### config.mk
export PLATFORM = sky130hd
export DESIGN_NAME = upm_core
export DESIGN_NICKNAME = d
export VERILOG_FILES = /design/src/logic/upm_pkg.sv /design/src/logic/upm_regmem.sv /design/src/logic/upm_core.sv
export SDC_FILE = /design/constraint.sdc
export NUM_CORES = 1
export LEC_CHECK = 0
export BUFFER_PORTS_ARGS = -buffer_cell sky130_fd_sc_hd__clkbuf_2
export CELL_PAD_IN_SITES_DETAIL_PLACEMENT = 1
export CELL_PAD_IN_SITES_GLOBAL_PLACEMENT = 1
export CORE_MARGIN = 8
export CORE_UTILIZATION = 30
export CTS_CLUSTER_SIZE = 20
export DETAILED_ROUTE_END_ITERATION = 16
export GPL_TIMING_DRIVEN = 0
export PLACE_DENSITY_LB_ADDON = 0.1
export SYNTH_ARGS = -nofsm -noshare
export SYNTH_HDL_FRONTEND = slang
export SYNTH_HIERARCHICAL = 1
export SYNTH_SLANG_ARGS = --single-unit
### constraint.sdc
create_clock -name clk_sys_i -period 18.14 [get_ports clk_sys_i]
set_input_delay 3.628 -clock clk_sys_i [delete_from_list [all_inputs] [get_ports clk_sys_i]]
set_output_delay 3.628 -clock clk_sys_i [all_outputs]
set_load 0.01 [all_outputs]
### src/logic/upm_pkg.sv
// package: register offsets, field positions, reset values, timing and carrier types
package upm_pkg;

    // register offsets on the three address lines
    localparam logic [2:0] OFS_0 = 3'h0;
    localparam logic [2:0] OFS_1 = 3'h1;
    localparam logic [2:0] OFS_2 = 3'h2;
    localparam logic [2:0] OFS_3 = 3'h3;
    localparam logic [2:0] OFS_4 = 3'h4;
    localparam logic [2:0] OFS_5 = 3'h5;
    localparam logic [2:0] OFS_6 = 3'h6;
    localparam logic [2:0] OFS_7 = 3'h7;

    // line-control value that opens the enhanced bank
    localparam logic [7:0] ENH_KEY = 8'hBF;

    // field positions
    localparam int LC_DIV_BIT    = 7;
    localparam int EF_ENH_BIT    = 4;
    localparam int FC_SEL_BIT    = 6;
    localparam int IE_SLEEP_BIT  = 4;
    localparam int MC_LOOP_BIT   = 4;

    // reset values
    localparam logic [7:0] RST_LINE_CONTROL = 8'h00;
    localparam logic [7:0] RST_REG          = 8'h00;
    localparam logic [7:0] RST_DIVISOR      = 8'h00;
    localparam logic [3:0] ISR_NONE         = 4'h1;

    // timing
    localparam int  CLK_HZ        = 50_000_000;
    localparam int  IDLE_SEC      = 30;
    localparam int  PUMP_REC_NS   = 45_000;
    localparam int  CLK_NS        = 1_000_000_000 / CLK_HZ;
    localparam longint IDLE_CYCLES = longint'(IDLE_SEC) * longint'(CLK_HZ);
    localparam int  PUMP_REC_CYCLES = (PUMP_REC_NS + CLK_NS - 1) / CLK_NS;

    // host bus request, sampled each clock
    typedef struct packed {
        logic       cs;
        logic       rd;
        logic       wr;
        logic [2:0] addr;
        logic [7:0] wdata;
    } upm_bus_t;

    // serial and modem pins
    typedef struct packed {
        logic       rx;
        logic [3:0] modem;
    } upm_line_t;

endpackage

### src/logic/upm_regmem.sv
// small register memory holding the plain read/write bytes of both banks
`timescale 1ns/1ns
module upm_regmem
    import upm_pkg::*;
#(
    parameter int DEPTH = 16
) (
    // clock and reset
    input  wire logic                     clk_sys_i,
    input  wire logic                     rst_i,
    // write port
    input  wire logic                     wr_en_i,
    input  wire logic [$clog2(DEPTH)-1:0] wr_addr_i,
    input  wire logic [7:0]               wr_data_i,
    // read port, data registered
    input  wire logic [$clog2(DEPTH)-1:0] rd_addr_i,
    output logic      [7:0]               rd_data_o
);
    logic [DEPTH-1:0][7:0] mem;

    // storage and registered read; reset clears every byte
    always_ff @(posedge clk_sys_i or posedge rst_i) begin
        if (rst_i) begin
            mem       <= '0;
            rd_data_o <= RST_REG;
        end else begin
            if (wr_en_i) begin
                mem[wr_addr_i] <= wr_data_i;
            end
            rd_data_o <= mem[rd_addr_i];
        end
    end
endmodule

### src/logic/upm_core.sv
// power-mode control and register decode for the single-channel uart
//
// Contract
// - pump off after tx quiet, modem idle
// - pump off: drivers tri-state, registers stay
// - rx start, tx write, modem rise wake
// - drivers not ready 45us after restart
// - pump off at once while asleep
// - power-save needs isolate pin and sleep
// - power-save wakes only by rx, modem
// - re-enter power-save after status serviced
// - power-save ends: sleep bit clear, pin low
// - wake interrupt once oscillator is ready
// - wake code 0x1, cleared by status read
// - modem-control bit 4 loops tx to rx
// - three address lines with chip select
// - offset 0 holding regs, divisor bit clear
// - divisor bytes behind line-control bit 7
// - zero divisor shows revision, identification
// - offsets 1, 2 enable and status
// - line, modem control and status map
// - offset 7 scratch or level select
// - key 0xBF opens enhanced bank
// - sleep needs idle, divisor, enable, quiet
`timescale 1ns/1ns
module upm_core
    import upm_pkg::*;
#(
    parameter longint IDLE_CNT = IDLE_CYCLES,
    parameter int     REC_CNT  = PUMP_REC_CYCLES,
    parameter logic [7:0] REV_CODE = 8'h01, // arbitrary value
    parameter logic [7:0] ID_CODE  = 8'h5A  // arbitrary value
) (
    // clock and reset
    input  wire logic       clk_sys_i,
    input  wire logic       rst_i,
    // host bus, strobes active low
    input  wire logic       chip_select_n_i,
    input  wire logic       read_strobe_n_i,
    input  wire logic       write_strobe_n_i,
    input  wire logic [2:0] addr_i,
    input  wire logic [7:0] data_i,
    output logic      [7:0] data_o,
    output logic            data_oe_n_o,
    // mode pins
    input  wire logic       auto_pump_shutdown_pin_i,
    input  wire logic       bus_isolate_pin_i,
    input  wire logic       osc_ready_i,
    // serial side
    input  wire logic       rx_i,
    input  wire logic [3:0] modem_i,
    input  wire logic       tx_shift_i,
    input  wire logic       tx_active_i,
    input  wire logic       uart_irq_pending_i,
    // outputs
    output logic            rx_shift_o,
    output logic            tx_line_o,
    output logic            tx_line_oe_n_o,
    output logic            pump_on_o,
    output logic            drivers_ready_o,
    output logic            sleep_o,
    output logic            power_save_o,
    output logic            tx_load_o,
    output logic [7:0]      tx_data_o
);
    typedef enum logic [1:0] {PS_ACTIVE, PS_SLEEP, PS_SAVE} upm_pwr_t;
    typedef enum logic [1:0] {PU_ON, PU_OFF, PU_RECOVER} upm_pump_t;

    // whole module state
    typedef struct packed {
        logic [2:0]  rx_s;
        logic [2:0][3:0] md_s;
        logic [2:0]  apsd_s;
        logic [2:0]  iso_s;
        logic [2:0]  osc_s;
        logic        rx_q;
        logic [3:0]  md_q;
        upm_bus_t    bus;
        logic        rd_q;
        logic        wr_q;
        logic [7:0]  line_control;
        logic [7:0]  interrupt_enable;
        logic [7:0]  modem_control;
        logic [7:0]  feature_control;
        logic [7:0]  enhanced_function;
        logic [7:0]  divisor_low;
        logic [7:0]  divisor_high;
        logic [3:0]  msr_delta;
        logic        wake_irq;
        logic        wake_pend;
        upm_pwr_t    pwr;
        upm_pump_t   pump;
        logic [35:0] idle_cnt;
        logic [15:0] rec_cnt;
        logic [7:0]  data_o;
        logic        oe_n;
        logic        rx_shift;
        logic        tx_line;
        logic        tx_oe_n;
        logic        tx_load;
        logic [7:0]  tx_data;
        logic        sel_mem;
        logic [7:0]  direct;
    } upm_state_t;

    upm_state_t s;
    upm_state_t next_s;

    // memory holding scratch, xon/xoff, trigger, fraction, fifo control, mode select
    logic       mem_we;
    logic [3:0] mem_waddr;
    logic [3:0] mem_raddr;
    logic [7:0] mem_rdata;

    upm_regmem #(.DEPTH(16)) u_mem (
        .clk_sys_i (clk_sys_i),
        .rst_i     (rst_i),
        .wr_en_i   (mem_we),
        .wr_addr_i (mem_waddr),
        .wr_data_i (s.bus.wdata),
        .rd_addr_i (mem_raddr),
        .rd_data_o (mem_rdata)
    );

    // stable synchroniser output: second and third stages agree
    function automatic logic stable(input logic [2:0] sh, input logic prev);
        stable = (sh[1] == sh[2]) ? sh[2] : prev;
    endfunction

    // memory slot for a bank/offset pair
    function automatic logic [3:0] slot(input logic enh, input logic [2:0] ofs);
        slot = {enh, ofs};
    endfunction

    logic       enh;
    logic       div_acc;
    logic       div_zero;
    logic       rx_now;
    logic [3:0] md_now;
    logic       rx_start;
    logic [3:0] md_rise;
    logic [3:0] md_change;
    logic       take_rd;
    logic       take_wr;
    logic       tx_write;
    logic       asleep;
    logic       sleep_ok;
    logic       wake_evt;

    always_comb begin
        next_s    = s;
        mem_we    = 1'b0;
        mem_waddr = 4'h0;
        mem_raddr = 4'h0;
        tx_write  = 1'b0;

        // pins pass three flops; a level counts once stages two and three agree
        next_s.rx_s   = {s.rx_s[1:0], rx_i};
        next_s.md_s   = {s.md_s[1:0], modem_i};
        next_s.apsd_s = {s.apsd_s[1:0], auto_pump_shutdown_pin_i};
        next_s.iso_s  = {s.iso_s[1:0], bus_isolate_pin_i};
        next_s.osc_s  = {s.osc_s[1:0], osc_ready_i};
        rx_now = stable(s.rx_s, s.rx_q);
        for (int i = 0; i < 4; i++) begin
            md_now[i] = (s.md_s[1][i] == s.md_s[2][i]) ? s.md_s[2][i] : s.md_q[i];
        end
        next_s.rx_q = rx_now;
        next_s.md_q = md_now;
        rx_start  = rx_now & ~s.rx_q;              // edge as the line wakes
        md_rise   = md_now & ~s.md_q;
        md_change = md_now ^ s.md_q;

        enh      = (s.line_control == ENH_KEY);
        div_acc  = s.line_control[LC_DIV_BIT] && !enh;
        div_zero = (s.divisor_low == RST_DIVISOR) && (s.divisor_high == RST_DIVISOR);
        asleep   = (s.pwr != PS_ACTIVE);

        // bus isolated in power-save: strobes never reach the core
        next_s.bus.cs    = !chip_select_n_i;
        next_s.bus.rd    = !read_strobe_n_i;
        next_s.bus.wr    = !write_strobe_n_i;
        next_s.bus.addr  = addr_i;
        next_s.bus.wdata = data_i;
        next_s.rd_q = s.bus.cs & s.bus.rd;
        next_s.wr_q = s.bus.cs & s.bus.wr;
        take_rd = s.bus.cs & s.bus.rd & !s.rd_q & (s.pwr != PS_SAVE);
        take_wr = s.bus.cs & s.bus.wr & !s.wr_q & (s.pwr != PS_SAVE);

        // modem delta bits: set wins over the clear on read
        if (take_rd && s.bus.addr == OFS_6 && !enh) begin
            next_s.msr_delta = md_change;
        end else begin
            next_s.msr_delta = s.msr_delta | md_change;
        end

        // writes; all registers stay reachable with the pump off
        if (take_wr) begin
            case (s.bus.addr)
                OFS_0: begin
                    if (div_acc) begin
                        next_s.divisor_low = s.bus.wdata;
                    end else if (enh) begin
                        mem_we = 1'b1;
                        mem_waddr = slot(1'b1, OFS_0);
                    end else begin
                        tx_write = 1'b1;
                    end
                end
                OFS_1: begin
                    if (enh) begin
                        next_s.feature_control = s.bus.wdata;
                    end else if (div_acc) begin
                        next_s.divisor_high = s.bus.wdata;
                    end else begin
                        next_s.interrupt_enable = s.bus.wdata;
                    end
                end
                OFS_2: begin
                    if (enh) begin
                        next_s.enhanced_function = s.bus.wdata;
                    end else if (!(div_acc && s.enhanced_function[EF_ENH_BIT])) begin
                        mem_we = 1'b1;
                        mem_waddr = slot(1'b0, OFS_2);
                    end else begin
                        mem_we = 1'b1;
                        mem_waddr = slot(1'b1, OFS_3);
                    end
                end
                OFS_3: next_s.line_control = s.bus.wdata;
                OFS_4: begin
                    if (enh) begin
                        mem_we = 1'b1;
                        mem_waddr = slot(1'b1, OFS_4);
                    end else begin
                        next_s.modem_control = s.bus.wdata;
                    end
                end
                OFS_7: begin
                    mem_we = 1'b1;
                    mem_waddr = slot(enh, (!enh && s.feature_control[FC_SEL_BIT])
                                          ? OFS_1 : OFS_7);
                end
                default: begin
                    if (enh) begin
                        mem_we = 1'b1;
                        mem_waddr = slot(1'b1, s.bus.addr);
                    end
                end
            endcase
        end
        next_s.tx_load = tx_write;
        next_s.tx_data = tx_write ? s.bus.wdata : s.tx_data;

        // read mux; memory bytes are presented one cycle later
        next_s.sel_mem = 1'b0;
        next_s.direct  = 8'h00;
        mem_raddr = slot(enh, s.bus.addr);
        case (s.bus.addr)
            OFS_0: begin
                if (div_acc) begin
                    next_s.direct = div_zero ? REV_CODE : s.divisor_low;
                end else begin
                    next_s.sel_mem = enh;                          // rx holding is outside
                end
            end
            OFS_1: begin
                if (enh) begin
                    next_s.direct = s.feature_control;
                end else if (div_acc) begin
                    next_s.direct = div_zero ? ID_CODE : s.divisor_high;
                end else begin
                    next_s.direct = s.interrupt_enable;
                end
            end
            OFS_2: begin
                if (enh) begin
                    next_s.direct = s.enhanced_function;
                end else if (div_acc && s.enhanced_function[EF_ENH_BIT]) begin
                    next_s.sel_mem = 1'b1;
                    mem_raddr = slot(1'b1, OFS_3);
                end else begin
                    next_s.direct = {4'h0, s.wake_irq ? ISR_NONE : 4'h1};
                end
            end
            OFS_3: next_s.direct = s.line_control;
            OFS_4: begin
                next_s.sel_mem = enh;
                next_s.direct  = s.modem_control;
            end
            OFS_5: next_s.sel_mem = enh;                           // line status is outside
            OFS_6: begin
                next_s.sel_mem = enh;
                next_s.direct  = {md_now, s.msr_delta};
            end
            default: next_s.sel_mem = enh || !s.feature_control[FC_SEL_BIT];
        endcase
        next_s.data_o = s.sel_mem ? mem_rdata : s.direct;
        next_s.oe_n   = !(take_rd || (s.bus.cs & s.bus.rd & s.rd_q & (s.pwr != PS_SAVE)));

        // wake interrupt clears on a status read, the raise wins
        if (take_rd && s.bus.addr == OFS_2 && !enh && !div_acc) begin
            next_s.wake_irq = 1'b0;
        end
        // raised once the oscillator is running again
        if (s.wake_pend && stable(s.osc_s, 1'b0)) begin
            next_s.wake_irq  = 1'b1;
            next_s.wake_pend = 1'b0;
        end

        // sleep entry condition
        sleep_ok = !uart_irq_pending_i && !s.wake_irq && !div_zero
                   && s.interrupt_enable[IE_SLEEP_BIT] && (s.msr_delta == 4'h0)
                   && rx_now && !tx_active_i;
        wake_evt = rx_start || (md_change != 4'h0) || tx_write;

        // power state machine
        case (s.pwr)
            PS_ACTIVE: begin
                if (sleep_ok && !wake_evt) begin
                    next_s.pwr = PS_SLEEP;
                end
            end
            PS_SLEEP: begin
                if (wake_evt || !s.interrupt_enable[IE_SLEEP_BIT]) begin
                    next_s.pwr = PS_ACTIVE;
                    next_s.wake_pend = s.interrupt_enable[IE_SLEEP_BIT];
                end else if (s.iso_s[2] && s.iso_s[1]) begin
                    next_s.pwr = PS_SAVE;
                end
            end
            PS_SAVE: begin
                if (rx_start || (md_change != 4'h0)) begin
                    next_s.pwr = PS_ACTIVE;
                    next_s.wake_pend = 1'b1;
                end else if (!s.interrupt_enable[IE_SLEEP_BIT]
                             || (!s.iso_s[2] && !s.iso_s[1])) begin
                    next_s.pwr = PS_ACTIVE;
                end
            end
            default: next_s.pwr = PS_ACTIVE;
        endcase

        // idle timer restarts on any modem or transmit activity
        if (md_change != 4'h0 || tx_active_i || tx_write || s.pump != PU_ON) begin
            next_s.idle_cnt = '0;
        end else if (s.idle_cnt < 36'(IDLE_CNT)) begin
            next_s.idle_cnt = s.idle_cnt + 36'h1;
        end

        // charge pump machine
        case (s.pump)
            PU_ON: begin
                if (s.apsd_s[2] && s.apsd_s[1]) begin
                    if (asleep) begin
                        next_s.pump = PU_OFF;
                    end else if (s.idle_cnt >= 36'(IDLE_CNT) && !tx_active_i) begin
                        next_s.pump = PU_OFF;
                    end
                end
            end
            PU_OFF: begin
                // a rising line, a new byte or a modem rise restarts it
                if (rx_start || (md_rise != 4'h0) || tx_write
                    || (!s.apsd_s[2] && !s.apsd_s[1])) begin
                    next_s.pump    = PU_RECOVER;
                    next_s.rec_cnt = '0;
                end
            end
            PU_RECOVER: begin
                if (s.rec_cnt >= 16'(REC_CNT - 1)) begin
                    next_s.pump = PU_ON;
                end else begin
                    next_s.rec_cnt = s.rec_cnt + 16'h1;
                end
            end
            default: next_s.pump = PU_ON;
        endcase

        // loopback routes the shift output back to the receiver
        if (s.modem_control[MC_LOOP_BIT]) begin
            next_s.rx_shift = tx_shift_i;
            next_s.tx_line  = 1'b1;
        end else begin
            next_s.rx_shift = rx_now;
            next_s.tx_line  = tx_shift_i;
        end
        // drivers float unless the pump is fully up
        next_s.tx_oe_n = (next_s.pump != PU_ON);
    end

    // state register
    always_ff @(posedge clk_sys_i or posedge rst_i) begin
        if (rst_i) begin
            s <= '0;
            s.rx_s  <= 3'h7;
            s.rx_q  <= 1'b1;
            s.line_control <= RST_LINE_CONTROL;
            s.pwr   <= PS_ACTIVE;
            s.pump  <= PU_ON;
            s.oe_n  <= 1'b1;
            s.tx_line <= 1'b1;
            s.rx_shift <= 1'b1;
        end else begin
            s <= next_s;
        end
    end

    // outputs straight from state flops
    assign data_o          = s.data_o;
    assign data_oe_n_o     = s.oe_n;
    assign rx_shift_o      = s.rx_shift;
    assign tx_line_o       = s.tx_line;
    assign tx_line_oe_n_o  = s.tx_oe_n;
    assign pump_on_o       = (s.pump != PU_OFF);
    assign drivers_ready_o = !s.tx_oe_n;
    assign sleep_o         = (s.pwr != PS_ACTIVE);
    assign power_save_o    = (s.pwr == PS_SAVE);
    assign tx_load_o       = s.tx_load;
    assign tx_data_o       = s.tx_data;
endmodule

---- Word level (Yosys, flattened, before mapping) ----
Index checks and enable logic that the tools add are counted.
Widths: inputs -> output; s select.
word-level totals
  flip-flop bits (word level) ............. 329
  output and inout port bits .............. 25
  word-level logic and storage cells ...... 253
cells by class
  $add $sub $neg .......................... 2
  magnitude comparators ................... 6
  eq/ne operators ......................... 25
  muxes and demuxes ....................... 68
  bitwise logic cells ..................... 16
  reductions and logical operators ........ 80
operator list
  cell                   count
  $bwmux 128             1
  $mux 36                2
  $mux 8                 9
  $pmux 8 s6             1
  $mux 4                 11
  $add 36x1->36 const B  1
  $ge 36x31->1 const B   1
  $lt 36x31->1 const B   1
  $bmux 8 s4             1
  $demux 8 s4            1
  $mux 16                2
  $pmux 16 s2            1
  $mux 2                 12
  $logic_and 1x1->1      23
  $logic_not 1->1        20
  $mux 1                 20
  $pmux 4 s5             1
  $reduce_and 3->1       6
  $add 16x1->16 const B  1
  $ge 16x12->1 const B   1
  $logic_not 8->1        2
  $eq 3x3->1 const B     4
  $logic_or 1x1->1       12
  $pmux 2 s3             2
  other kinds (30)       61

---- Depth between registers and ports, before layout ----
Gate-level depths: netlist of the first run.
  word-level depth ........................ 13
  depth in mapped cells ................... 10
  depth with buffers taken out ............ 8

---- By module ----
Netlist of the first run, hierarchy kept.
modules (own cells, without submodules)
  module      times used  cells an instance  area an instance (µm²)  seq. area each (µm²)
  upm_core    1           717                8582.0                  4838.4
  upm_regmem  1           378                6082.1                  3403.3

---- Least setup slack after synthesis of the first run ----
Ideal clock, no wire load.
  path type ............................... input -> register
  from .................................... input port tx_active_i
  to ...................................... register s[85] (netlist name)
  setup time .............................. 0.122 ns
  data arrival time ....................... 4.801 ns
  data required time ...................... 18.018 ns
  setup slack ............................. 13.217 ns
  stages .................................. 6
  buffers on the path ..................... 0
  cells stage by stage .................... nor4b_1 > nand3_1 > or4_1 > a21oi_1 > mux2i_1 > a21oi_1
on the way
  word-level cells in the longest chain between the ends .. 5
ends and longest elaborated chain
  element                            line             source
  start, declared                    upm_core.sv:53   input wire logic tx_active_i,
  $logic_not 1->1                    upm_core.sv:313  && rx_now && !tx_active_i;
  $logic_and 1x1->1                  upm_core.sv:313
  $logic_and 1x1->1                  upm_core.sv:319  if (sleep_ok && !wake_evt) begin
  $ne 2x2->1 (no source line)        -
  $reduce_and 3->1 (no source line)  -
  end signal, assigned               upm_core.sv:404  s <= next_s;
  end, declared                      upm_core.sv:106  upm_state_t s;
Every way passes these cells.
A chain may end at the register's enable or synchronous reset.

---- Final worst setup path of the first run ----
  from .................................... register s[84] (netlist name)
  to ...................................... output port sleep_o
on the way
  word-level cells in the longest chain between the ends .. 1
ends and longest elaborated chain
  element            line             source
  $reduce_bool 2->1  upm_core.sv:416  assign sleep_o = (s.pwr != PS_ACTIVE);
  end, declared      upm_core.sv:61   output logic sleep_o,
Every way passes these cells.

==> results of run 1 <==
-- power by group --
group	total [mW]	internal (mW)	switching, mW
registers	0.811	0.777	0.0337
clock network	0.803	0.487	0.316
logic	0.144	0.0667	0.0769
-- final timing paths --
path	from	endpoint	cells after the start
max in group asynchronous	rst_i	next_s[184]	3
hold reg to reg	next_s[185]	next_s[189]	0
hold / removal	next_s[185]	next_s[189]	0
min in group asynchronous	rst_i	s[154]	2
setup / recovery	s[84]	sleep_o	4
setup reg to reg	s[140]	u_mem/mem[52]	9
-- routing by layer --
metal | routed length (um) | vias to the layer above | part of all wire [%]
met2 | 19200 | 126 | 47
met5 | 0 | - | 0
li1 | - | 4129 | -
met1 | 19400 | 4828 | 47
met4 | 1030 | 0 | 2.5
met3 | 1280 | 65 | 3.1
-- stage by stage --
stage                     total power, mW  util [%]  setup WS [ns]  instances  instance area (sq um)
after global routing                 1.84      35.1          12.89       1842                  17100
after detailed placement            0.972      32.4          12.69       1770                  15800
after global placement              0.969      32.3           6.22       1768                  15700
after CTS                            1.80      35.1          12.95       1842                  17100
final                                1.76      35.1          13.02       1842                  17100
after floorplan                     0.908         -           9.27       1095                  14700
-- cell usage in the layout (no fill, tap or decap), drive strengths merged, types with 10 or more instances in the layout --
| master | Yosys | final |
|---|---|---|
| o21ai | 23 | 23 |
| nand4 | 19 | 19 |
| inv | 26 | 26 |
| clkbuf | 21 | 132 |
| buf | 49 | 51 |
| xnor2 | 26 | 26 |
| a22oi | 19 | 19 |
| dfrtp | 322 | 322 |
| ha | 12 | 12 |
| mux4 | 32 | 32 |
| nor4 | 15 | 15 |
| nand2 | 50 | 50 |
| nor3 | 22 | 22 |
| and3 | 11 | 11 |
| nor2b | 10 | 10 |
| nand3 | 23 | 23 |
| mux2i | 15 | 15 |
| nor2 | 68 | 68 |
| a21oi | 17 | 17 |
| and2 | 13 | 13 |
| mux2 | 200 | 200 |
-- cell type report --
cell class              instances  area (sq um)
repair buffers                 53           310
fillers                      5203         31600
flip-flops and latches        329          8240
multi-input cells             670          5940
plain buffers                  70           380
clock inverters                12           141
inverters                      26           110
clock buffers                  60          1170
well taps                     622           778
-- critical path: cells and delay by family, from the launching register on --
kind | cells | cell delay, ns
flip-flops | 1 | 0.40
adder cells (fa/ha/maj) | 1 | 0.24
buffers and inverters | 3 | 0.31
-- sequential cells by signal (all words and copies together), names as in the netlist --
signal	count
next_s	16
u_mem/mem	128
tx_line_o	1
tx_load_o	1
rx_shift_o	1
tx_data_o	8
s	156
tx_line_oe_n_o	1
data_oe_n_o	1
u_mem/rd_data_o	8
data_o	8
-- logic make-up (layout without fill, tap and decap cells) --
logic type | count (synthesis) | in the layout | share of synthesized area (%)
muxes | 247 | 247 | 21.5
and+or+nand+nor | 273 | 273 | 10.9
DFF | 329 | 329 | 56.2
xor gates and xnor gates | 34 | 34 | 2.03
adders and majority gates | 17 | 17 | 1.37
buffers and inverters | 96 | 221 | 3.26
AOI/OAI and AO/OA | 99 | 99 | 4.72
==> results.sh, run 1 <==
export IMPL_power_density_nw_per_um2=103
export IMPL_grt_max_degree=112
export IMPL_synth_commonest_cells="dfrtp_1, mux2_2, nor2_1"
export IMPL_yosysWarnings=6
export IMPL_ys_seq_area_share_pct=56.2
export IMPL_crit_path_top_delay_cell="dfrtp_1"
export IMPL_clkLatencyLatePin_ns=0.55
export IMPL_slowest_delay_ns=0.40
export IMPL_globalRouteMet1Util_pct=20.7
export IMPL_async_flop_share_pct=100
export IMPL_initial_core_util_pct=30.1
export IMPL_p_leak_nw=7.74
export IMPL_synth_area_leaders="dfrtp_1, mux2_2, mux4_2, xnor2_1, nor2_1"
export IMPL_synth_seq_cells=329
export IMPL_hold_viol_final=0
export IMPL_ant_nets=0
export IMPL_synth_edff_count=0
export IMPL_cts_buffer_depth=3
export IMPL_met3_usage_pct=2.49
export IMPL_post_cts_setup_buffer_count=0
export IMPL_tns_ns=0
export IMPL_status="completed"
export IMPL_arrival_ns=1.50
export IMPL_grt_pass1_vias=10100
export IMPL_cts_max_level=2
export IMPL_coreArea_sq_um=48600
export IMPL_finalCriticalPeriod_ns=5.12
export IMPL_grt_antenna_before_repair=0
export IMPL_first_pass_iters=4
export IMPL_grt_overflow_total=0
export IMPL_synthesis_nets=1134
export IMPL_die_h_um=237
export IMPL_whs_ns=0.345
export IMPL_die_width_um=237
export IMPL_final_setup_viol_count=0
export IMPL_rows=81
export IMPL_ys_types=74
export IMPL_slew_limit_headroom_pct=34.3
export IMPL_portBuffers=51
export IMPL_hold_buffers=0
export IMPL_hp_class="reg -> reg"
export IMPL_cts_resized=0
export IMPL_criticalPathCategory="reg -> out"
export IMPL_r2r_slack_ns=14.08
export IMPL_avgSynthCellArea_sq_um=13.4
export IMPL_antenna_cells=0
export IMPL_numCtsBuffers=41
export IMPL_area_delta_synth_final_pct=16.4
export IMPL_syn_inst=1095
export IMPL_crit_chain="inv_1 > ha_1 > inv_1 > clkbuf_2"
export IMPL_wire_per_inst_um=22.2
export IMPL_drt_wl_total_mm=40.9
export IMPL_yosys_area_top_type="dfrtp_1"
export IMPL_start_kind="flop"
export IMPL_slew_violations=0
export IMPL_hpwl_mm=27.0
export IMPL_endpoint_kind="primary output"
export IMPL_timing_fmax_mhz=195
export IMPL_numClockSinks=329
export IMPL_crit_required_ns=14.51
export IMPL_synth_most_common_cell="dfrtp_1"
export IMPL_route_detailed_drc=0
export IMPL_ir_worst_vdd_v=0.0000654
export IMPL_cp_max_fo=4
export IMPL_layout_nets=1230
export IMPL_cpMostUsedCell="inv_1"
export IMPL_drt_iter0_markers=462
export IMPL_ys_dominant_reg_cell="dfrtp_1"
export IMPL_vias=9148
export IMPL_use_met2_pct=24.0
export IMPL_rsz0062_at_grt="false"
export IMPL_synth_area_sq_um=14700
export IMPL_grtUsageTotal_pct=15.0
export IMPL_layout_drive_gt1_share_pct=35.9
export IMPL_max_cap_viol_count=0
export IMPL_routabilityCongestion=0.762
export IMPL_grt_busiest_layer="met2"
export IMPL_viasPerCell=4.97
export IMPL_cts_tree="yes"
export IMPL_finClkSkew_ns=0.0161
export IMPL_worst_pin_slew_ns=0.980
export IMPL_path_clk_slew_ns=0.06
export IMPL_min_period_over_period_pct=28.2
export IMPL_grt_pass1_wl_mm=65.2
export IMPL_ios=52
export IMPL_die_area_sq_um=56200
export IMPL_cts_root_buf="clkbuf_16"
export IMPL_synth_top_cell_area_share_pct=54.9
Power figures use the tool's default switching activity.
==> run 2, diff against run 1 <==
- ABC_AREA: default -> 1
- clock period: 18.14 -> 4.15 ns (I/O delays scaled with it)
==> results.sh, run 2 <==
export IMPL_status="completed"
export IMPL_synth_area_leaders="dfrtp_1, nand2_1, o21ai_0, inv_1, nand3_1"
export IMPL_use_met2_pct=28.6
export IMPL_synth_top_cell_area_share_pct=51.7
export IMPL_layout_drive_gt1_share_pct=11.6
export IMPL_path_buf_inv=3
export IMPL_synthesis_nets=1963
export IMPL_drt_iter0_markers=622
export IMPL_met3_usage_pct=2.53
export IMPL_grt_overflow_total=0
export IMPL_worst_slack_ns=0.586
export IMPL_post_place_ws_ns=0.591
export IMPL_wire_per_inst_um=18.9
export IMPL_hpwl_mm=38.0
export IMPL_globalRouteMet1Util_pct=24.3
export IMPL_rows=83
export IMPL_arrival_ns=3.97
export IMPL_crit_required_ns=4.56
export IMPL_viasPerCell=4.74
export IMPL_ios=52
export IMPL_post_cts_setup_buffer_count=0
export IMPL_route_detailed_drc=0
export IMPL_async_flop_share_pct=100
export IMPL_synth_most_common_cell="nand2_1"
export IMPL_routabilityCongestion=0.848
export IMPL_fin_total_pwr_mw=7.87
export IMPL_ir_worst_vdd_v=0.000246
export IMPL_grt_antenna_before_repair=1
export IMPL_tns_ns=0
export IMPL_synth_area_sq_um=15600
export IMPL_synth_commonest_cells="nand2_1, dfrtp_1, o21ai_0"
export IMPL_rsz0062_at_grt="false"
export IMPL_cts_root_buf="clkbuf_16"
export IMPL_hold_buffers=0
export IMPL_avgSynthCellArea_sq_um=8.09
export IMPL_ys_dominant_reg_cell="dfrtp_1"
export IMPL_yosys_area_top_type="dfrtp_1"
export IMPL_die_h_um=244
export IMPL_crit_path_top_delay_cell="nor3_4"
export IMPL_whs_ns=0.294
export IMPL_ant_nets=0
export IMPL_grt_max_degree=39
export IMPL_grtUsageTotal_pct=17.6
export IMPL_endpoint_kind="flop"
export IMPL_nFillCells=6196
export IMPL_grt_pass1_wl_mm=82.6
export IMPL_slew_violations=0
export IMPL_cp_max_fo=10
export IMPL_die_width_um=244
export IMPL_numCtsBuffers=41
export IMPL_cts_resized=0
export IMPL_finClkSkew_ns=0.0227
export IMPL_mostFrequentLayoutCells="nand2_1, dfrtp_1, o21ai_0"
export IMPL_max_cap_viol_count=0
export IMPL_largest_reg_flops=156
export IMPL_first_pass_iters=5
export IMPL_cts_tree="yes"
export IMPL_numClockSinks=329
export IMPL_area_delta_synth_final_pct=16.6
export IMPL_slowest_delay_ns=0.60
export IMPL_grt_pass1_vias=13800
export IMPL_portBuffers=51
export IMPL_final_util_pct=35.4
export IMPL_criticalPathCategory="reg -> reg"
export IMPL_syn_inst=1924
export IMPL_coreArea_sq_um=51300
export IMPL_p_leak_nw=8.40
export IMPL_ys_seq_area_share_pct=52.9
export IMPL_hp_class="in -> async"
export IMPL_cts_buffer_depth=3
export IMPL_final_setup_viol_count=0
export IMPL_finalCriticalPeriod_ns=3.56
export IMPL_cp_top_family="simple AND/OR/NAND/NOR gates"
export IMPL_ys_types=49
export IMPL_initial_core_util_pct=30.4
export IMPL_cpMostUsedCell="nand2_1"
export IMPL_die_area_sq_um=59500
export IMPL_vias=13000
export IMPL_layout_nets=2066
export IMPL_start_kind="flop"
export IMPL_clkLatencyLatePin_ns=0.56
export IMPL_crit_chain="inv_1 > ha_1 > nor3_4 > o21ai_1 > inv_1 > o21ai_0 > a31oi_1 > nand2_1 > nor2_2 > nand2_1 > buf_2 > nand2_1 > o21ai_0"
export IMPL_drt_wl_total_mm=51.8
export IMPL_synth_edff_count=0
export IMPL_timing_fmax_mhz=281
export IMPL_regMostFlops="s"
export IMPL_final_common_cell="nand2_1"
export IMPL_path_clk_slew_ns=0.06
export IMPL_power_density_nw_per_um2=433
export IMPL_hold_viol_final=0
export IMPL_yosysWarnings=6
export IMPL_slew_limit_headroom_pct=33.5
export IMPL_cts_max_level=2
export IMPL_synth_seq_cells=329
export IMPL_worst_pin_slew_ns=0.990
export IMPL_grt_busiest_layer="met2"
export IMPL_min_period_over_period_pct=85.9
-- run 2: per-layer routing --
| layer | part of all wire (%) | up-vias |
|---|---|---|
| li1 | - | 6310 |
| met1 | 48 | 6404 |
| met2 | 46 | 190 |
| met3 | 3.5 | 81 |
| met4 | 2.4 | 0 |
| met5 | 0 | - |
-- run 2: report_power, final --
part / internal, mW / total, mW / leakage [nW] / switching (mW)
registers: 3.43 / 3.56 / 4.35 / 0.134
clock network: 2.06 / 3.47 / 0.649 / 1.41
logic: 0.291 / 0.838 / 3.41 / 0.548
-- run 2: path summary, 6_finish.rpt --
| kind | startpoint | endpoint | slack [ns] | cells after the start |
|---|---|---|---|---|
| max reg2reg | s[84] | u_mem/mem[95] | 0.59 | 13 |
| max | s[84] | u_mem/mem[95] | 0.59 | 13 |
| min | rst_i | u_mem/mem[49] | 0.29 | 2 |
| min in group clk_sys_i | next_s[176] | next_s[177] | 0.34 | 0 |
| min reg2reg | next_s[176] | next_s[177] | 0.34 | 0 |
| max in group asynchronous | rst_i | next_s[191] | 2.57 | 5 |
-- run 2: worst reg2reg max path, delay by kind of cell, from the launching register on --
kind	cells	cell delay (ns)
adders and majority gates	1	0.29
AOI/OAI and AO/OA	4	0.91
buffers and inverters	3	0.47
DFF	1	0.36
and+or+nand+nor	5	1.41
-- run 2: metrics by stage --
step	instances	area (sq um)
after floorplan	1924	15600
after global routing	2736	18200
final	2737	18200
after global placement	2655	16700
after CTS	2736	18200
after detailed placement	2664	16900
-- run 2: kinds of logic after synthesis --
family / count (synthesis) / synth area share [%]
xor+xnor: 17 / 0.956
simple gates: 939 / 25.6
buf+inv: 326 / 8.99
fa+ha+maj: 16 / 1.22
mux: 8 / 0.579
flops: 329 / 52.9
compound gates: 289 / 9.70
-- run 2: layout make-up --
class	instances	area, sq um	share of cell area, %
Antenna cell	1	2.50	0.0138
Buffer	91	514	2.83
Clock buffer	58	1190	6.57
Clock inverter	14	98.8	0.544
Inverter	235	893	4.92
Multi-Input combinational cell	1269	5930	32.7
Sequential cell	329	8240	45.4
Tap cell	680	851	4.69
Timing Repair Buffer	60	435	2.40
==> run 3, diff against run 2 <==
- BUFFER_PORTS_ARGS: -buffer_cell sky130_fd_sc_hd__clkbuf_2 -> default
- DONT_BUFFER_PORTS: default -> 1
- PLACE_DENSITY: default -> 0.63
- PLACE_DENSITY_LB_ADDON: 0.1 -> default
==> results.sh, run 3 (synthesis results as in run 2) <==
export IMPL_rows=83
export IMPL_crit_chain="inv_1 > ha_1 > nor3_4 > o21ai_1 > inv_1 > o21ai_0 > a31oi_1 > inv_1 > nor2_1 > nand3_1 > buf_2 > nand2_1 > o21ai_0"
export IMPL_cts_buffer_depth=3
export IMPL_cp_max_fo=10
export IMPL_start_kind="flop"
export IMPL_coreArea_sq_um=51300
export IMPL_ant_nets=0
export IMPL_clkLatencyLatePin_ns=0.56
export IMPL_fin_total_pwr_mw=7.73
export IMPL_grt_overflow_total=0
export IMPL_numCtsBuffers=40
export IMPL_final_util_pct=34.8
export IMPL_hold_viol_final=0
export IMPL_timing_fmax_mhz=282
export IMPL_crit_required_ns=4.56
export IMPL_portBuffers=0
export IMPL_route_detailed_drc=0
export IMPL_power_internal_mw=5.66
export IMPL_hpwl_mm=36.2
export IMPL_numClockSinks=329
export IMPL_arrival_ns=3.96
export IMPL_slew_violations=0
export IMPL_switchingPower_mw=2.08
export IMPL_status="completed"
export IMPL_die_area_sq_um=59500
export IMPL_crit_path_top_delay_cell="a31oi_1"
export IMPL_worst_pin_slew_ns=1.02
export IMPL_slowest_delay_ns=0.54
export IMPL_post_cts_setup_buffer_count=0
export IMPL_final_common_cell="nand2_1"
export IMPL_cts_tree="yes"
export IMPL_grt_pass1_vias=13600
export IMPL_antenna_cells=0
export IMPL_viasPerCell=4.83
export IMPL_power_frac_seq_pct=46.2
export IMPL_drt_wl_total_mm=49.3
export IMPL_vias=13000
export IMPL_grt_max_degree=41
export IMPL_slew_limit_headroom_pct=31.1
export IMPL_max_cap_viol_count=0
export IMPL_whs_ns=0.117
export IMPL_final_setup_viol_count=0
export IMPL_routabilityCongestion=0.889
export IMPL_layout_drive_gt1_share_pct=9.39
export IMPL_largest_reg_flops=156
export IMPL_grtUsageTotal_pct=16.7
export IMPL_clkPwrFrac_pct=43.6
export IMPL_regMostFlops="s"
export IMPL_worst_slack_ns=0.605
export IMPL_ir_worst_vdd_v=0.000287
export IMPL_first_pass_iters=5
export IMPL_endpoint_kind="flop"
export IMPL_hp_class="in -> async"
export IMPL_post_place_ws_ns=0.592
export IMPL_layout_nets=2014
export IMPL_cpMostUsedCell="inv_1"
export IMPL_cts_root_buf="clkbuf_16"
export IMPL_die_width_um=244
export IMPL_path_clk_slew_ns=0.06
export IMPL_criticalPathCategory="reg -> reg"
export IMPL_finClkSkew_ns=0.0195
export IMPL_ios=52
export IMPL_wire_per_inst_um=18.4
export IMPL_hold_buffers=0
export IMPL_area_delta_synth_final_pct=14.8
export IMPL_cts_resized=0
export IMPL_die_h_um=244
export IMPL_p_comb_share_pct=10.2
export IMPL_min_period_over_period_pct=85.4
export IMPL_nFillCells=6244
export IMPL_r2r_slack_ns=0.60
export IMPL_grt_antenna_before_repair=0
export IMPL_cts_max_level=2
export IMPL_power_density_nw_per_um2=433
export IMPL_mostFrequentLayoutCells="nand2_1, dfrtp_1, o21ai_0"
export IMPL_grt_pass1_wl_mm=79.1
export IMPL_finalCriticalPeriod_ns=3.55
export IMPL_initial_core_util_pct=30.4
export IMPL_switching_share_pct=26.9
export IMPL_p_leak_nw=8.15
export IMPL_rsz0062_at_grt="false"
export IMPL_tns_ns=0
export IMPL_drt_iter0_markers=851
[run 3: changes by cell type in the layout (fill, tap and decap cells not counted), moves of 2 or more]
| cell | change |
|---|---|
| clkbuf_2 | -51 |
| clkinvlp_4 | +4 |
| clkbuf_8 | +3 |
| clkinv_2 | -5 |
| clkbuf_1 | -2 |
| clkbuf_16 | -2 |
[run 3: final cells by class]
type / count / area (sq um) / area share, %
buffer: 91 / 514 / 2.88
clock buffer: 57 / 1180 / 6.58
clock inverter: 13 / 82.6 / 0.462
inverter: 235 / 893 / 5.00
multi-input combinational: 1269 / 5930 / 33.2
sequential: 329 / 8240 / 46.1
tap: 680 / 851 / 4.76
timing repair buffer: 9 / 180 / 1.01
[run 3: power by group through the flow]
stage	clock network, mW	registers [mW]	logic, mW
finish	3.37	3.57	0.790
global route	3.60	3.59	0.891
CTS	3.49	3.57	0.803
detailed placement	0	3.62	0.798
global placement	0	3.62	0.757
floorplan	0	3.57	0.537
[run 3: per-layer routing]
| metal | vias to the layer above | share of wire, % | GRT usage (%) |
|---|---|---|---|
| met4 | 0 | 2.2 | 4.49 |
| met2 | 217 | 45 | 26.4 |
| met3 | 72 | 4.1 | 2.35 |
| met1 | 6461 | 48 | 23.6 |
| li1 | 6200 | - | - |
| met5 | - | 0 | 0 |
[run 3: stage by stage]
step | instance area, sq um | cells
floorplan | 15600 | 1924
global placement | 16400 | 2604
detailed placement | 16600 | 2613
CTS | 17900 | 2683
global route | 17900 | 2683
finish | 17900 | 2683
[run 3: path summary, 6_finish.rpt]
path,endpoint,start,depth (start not counted)
worst max-delay path,u_mem/mem[17],s[84],13
worst min register to register,next_s[187],next_s[183],0
worst min-delay path,u_mem/mem[85],rst_i,1
min in group clk_sys_i,next_s[191],rx_i,0
worst max register to register,u_mem/mem[17],s[84],13
max in group asynchronous,tx_data_o[4],rst_i,3
[run 3: critical path, delay by kind of cell, from the launching register on]
kind            cells  cell delay (ns)
compound gates      4             0.91
fa+ha+maj           1             0.35
buf+inv             4             0.69
flops               1             0.37
simple gates        4             1.09
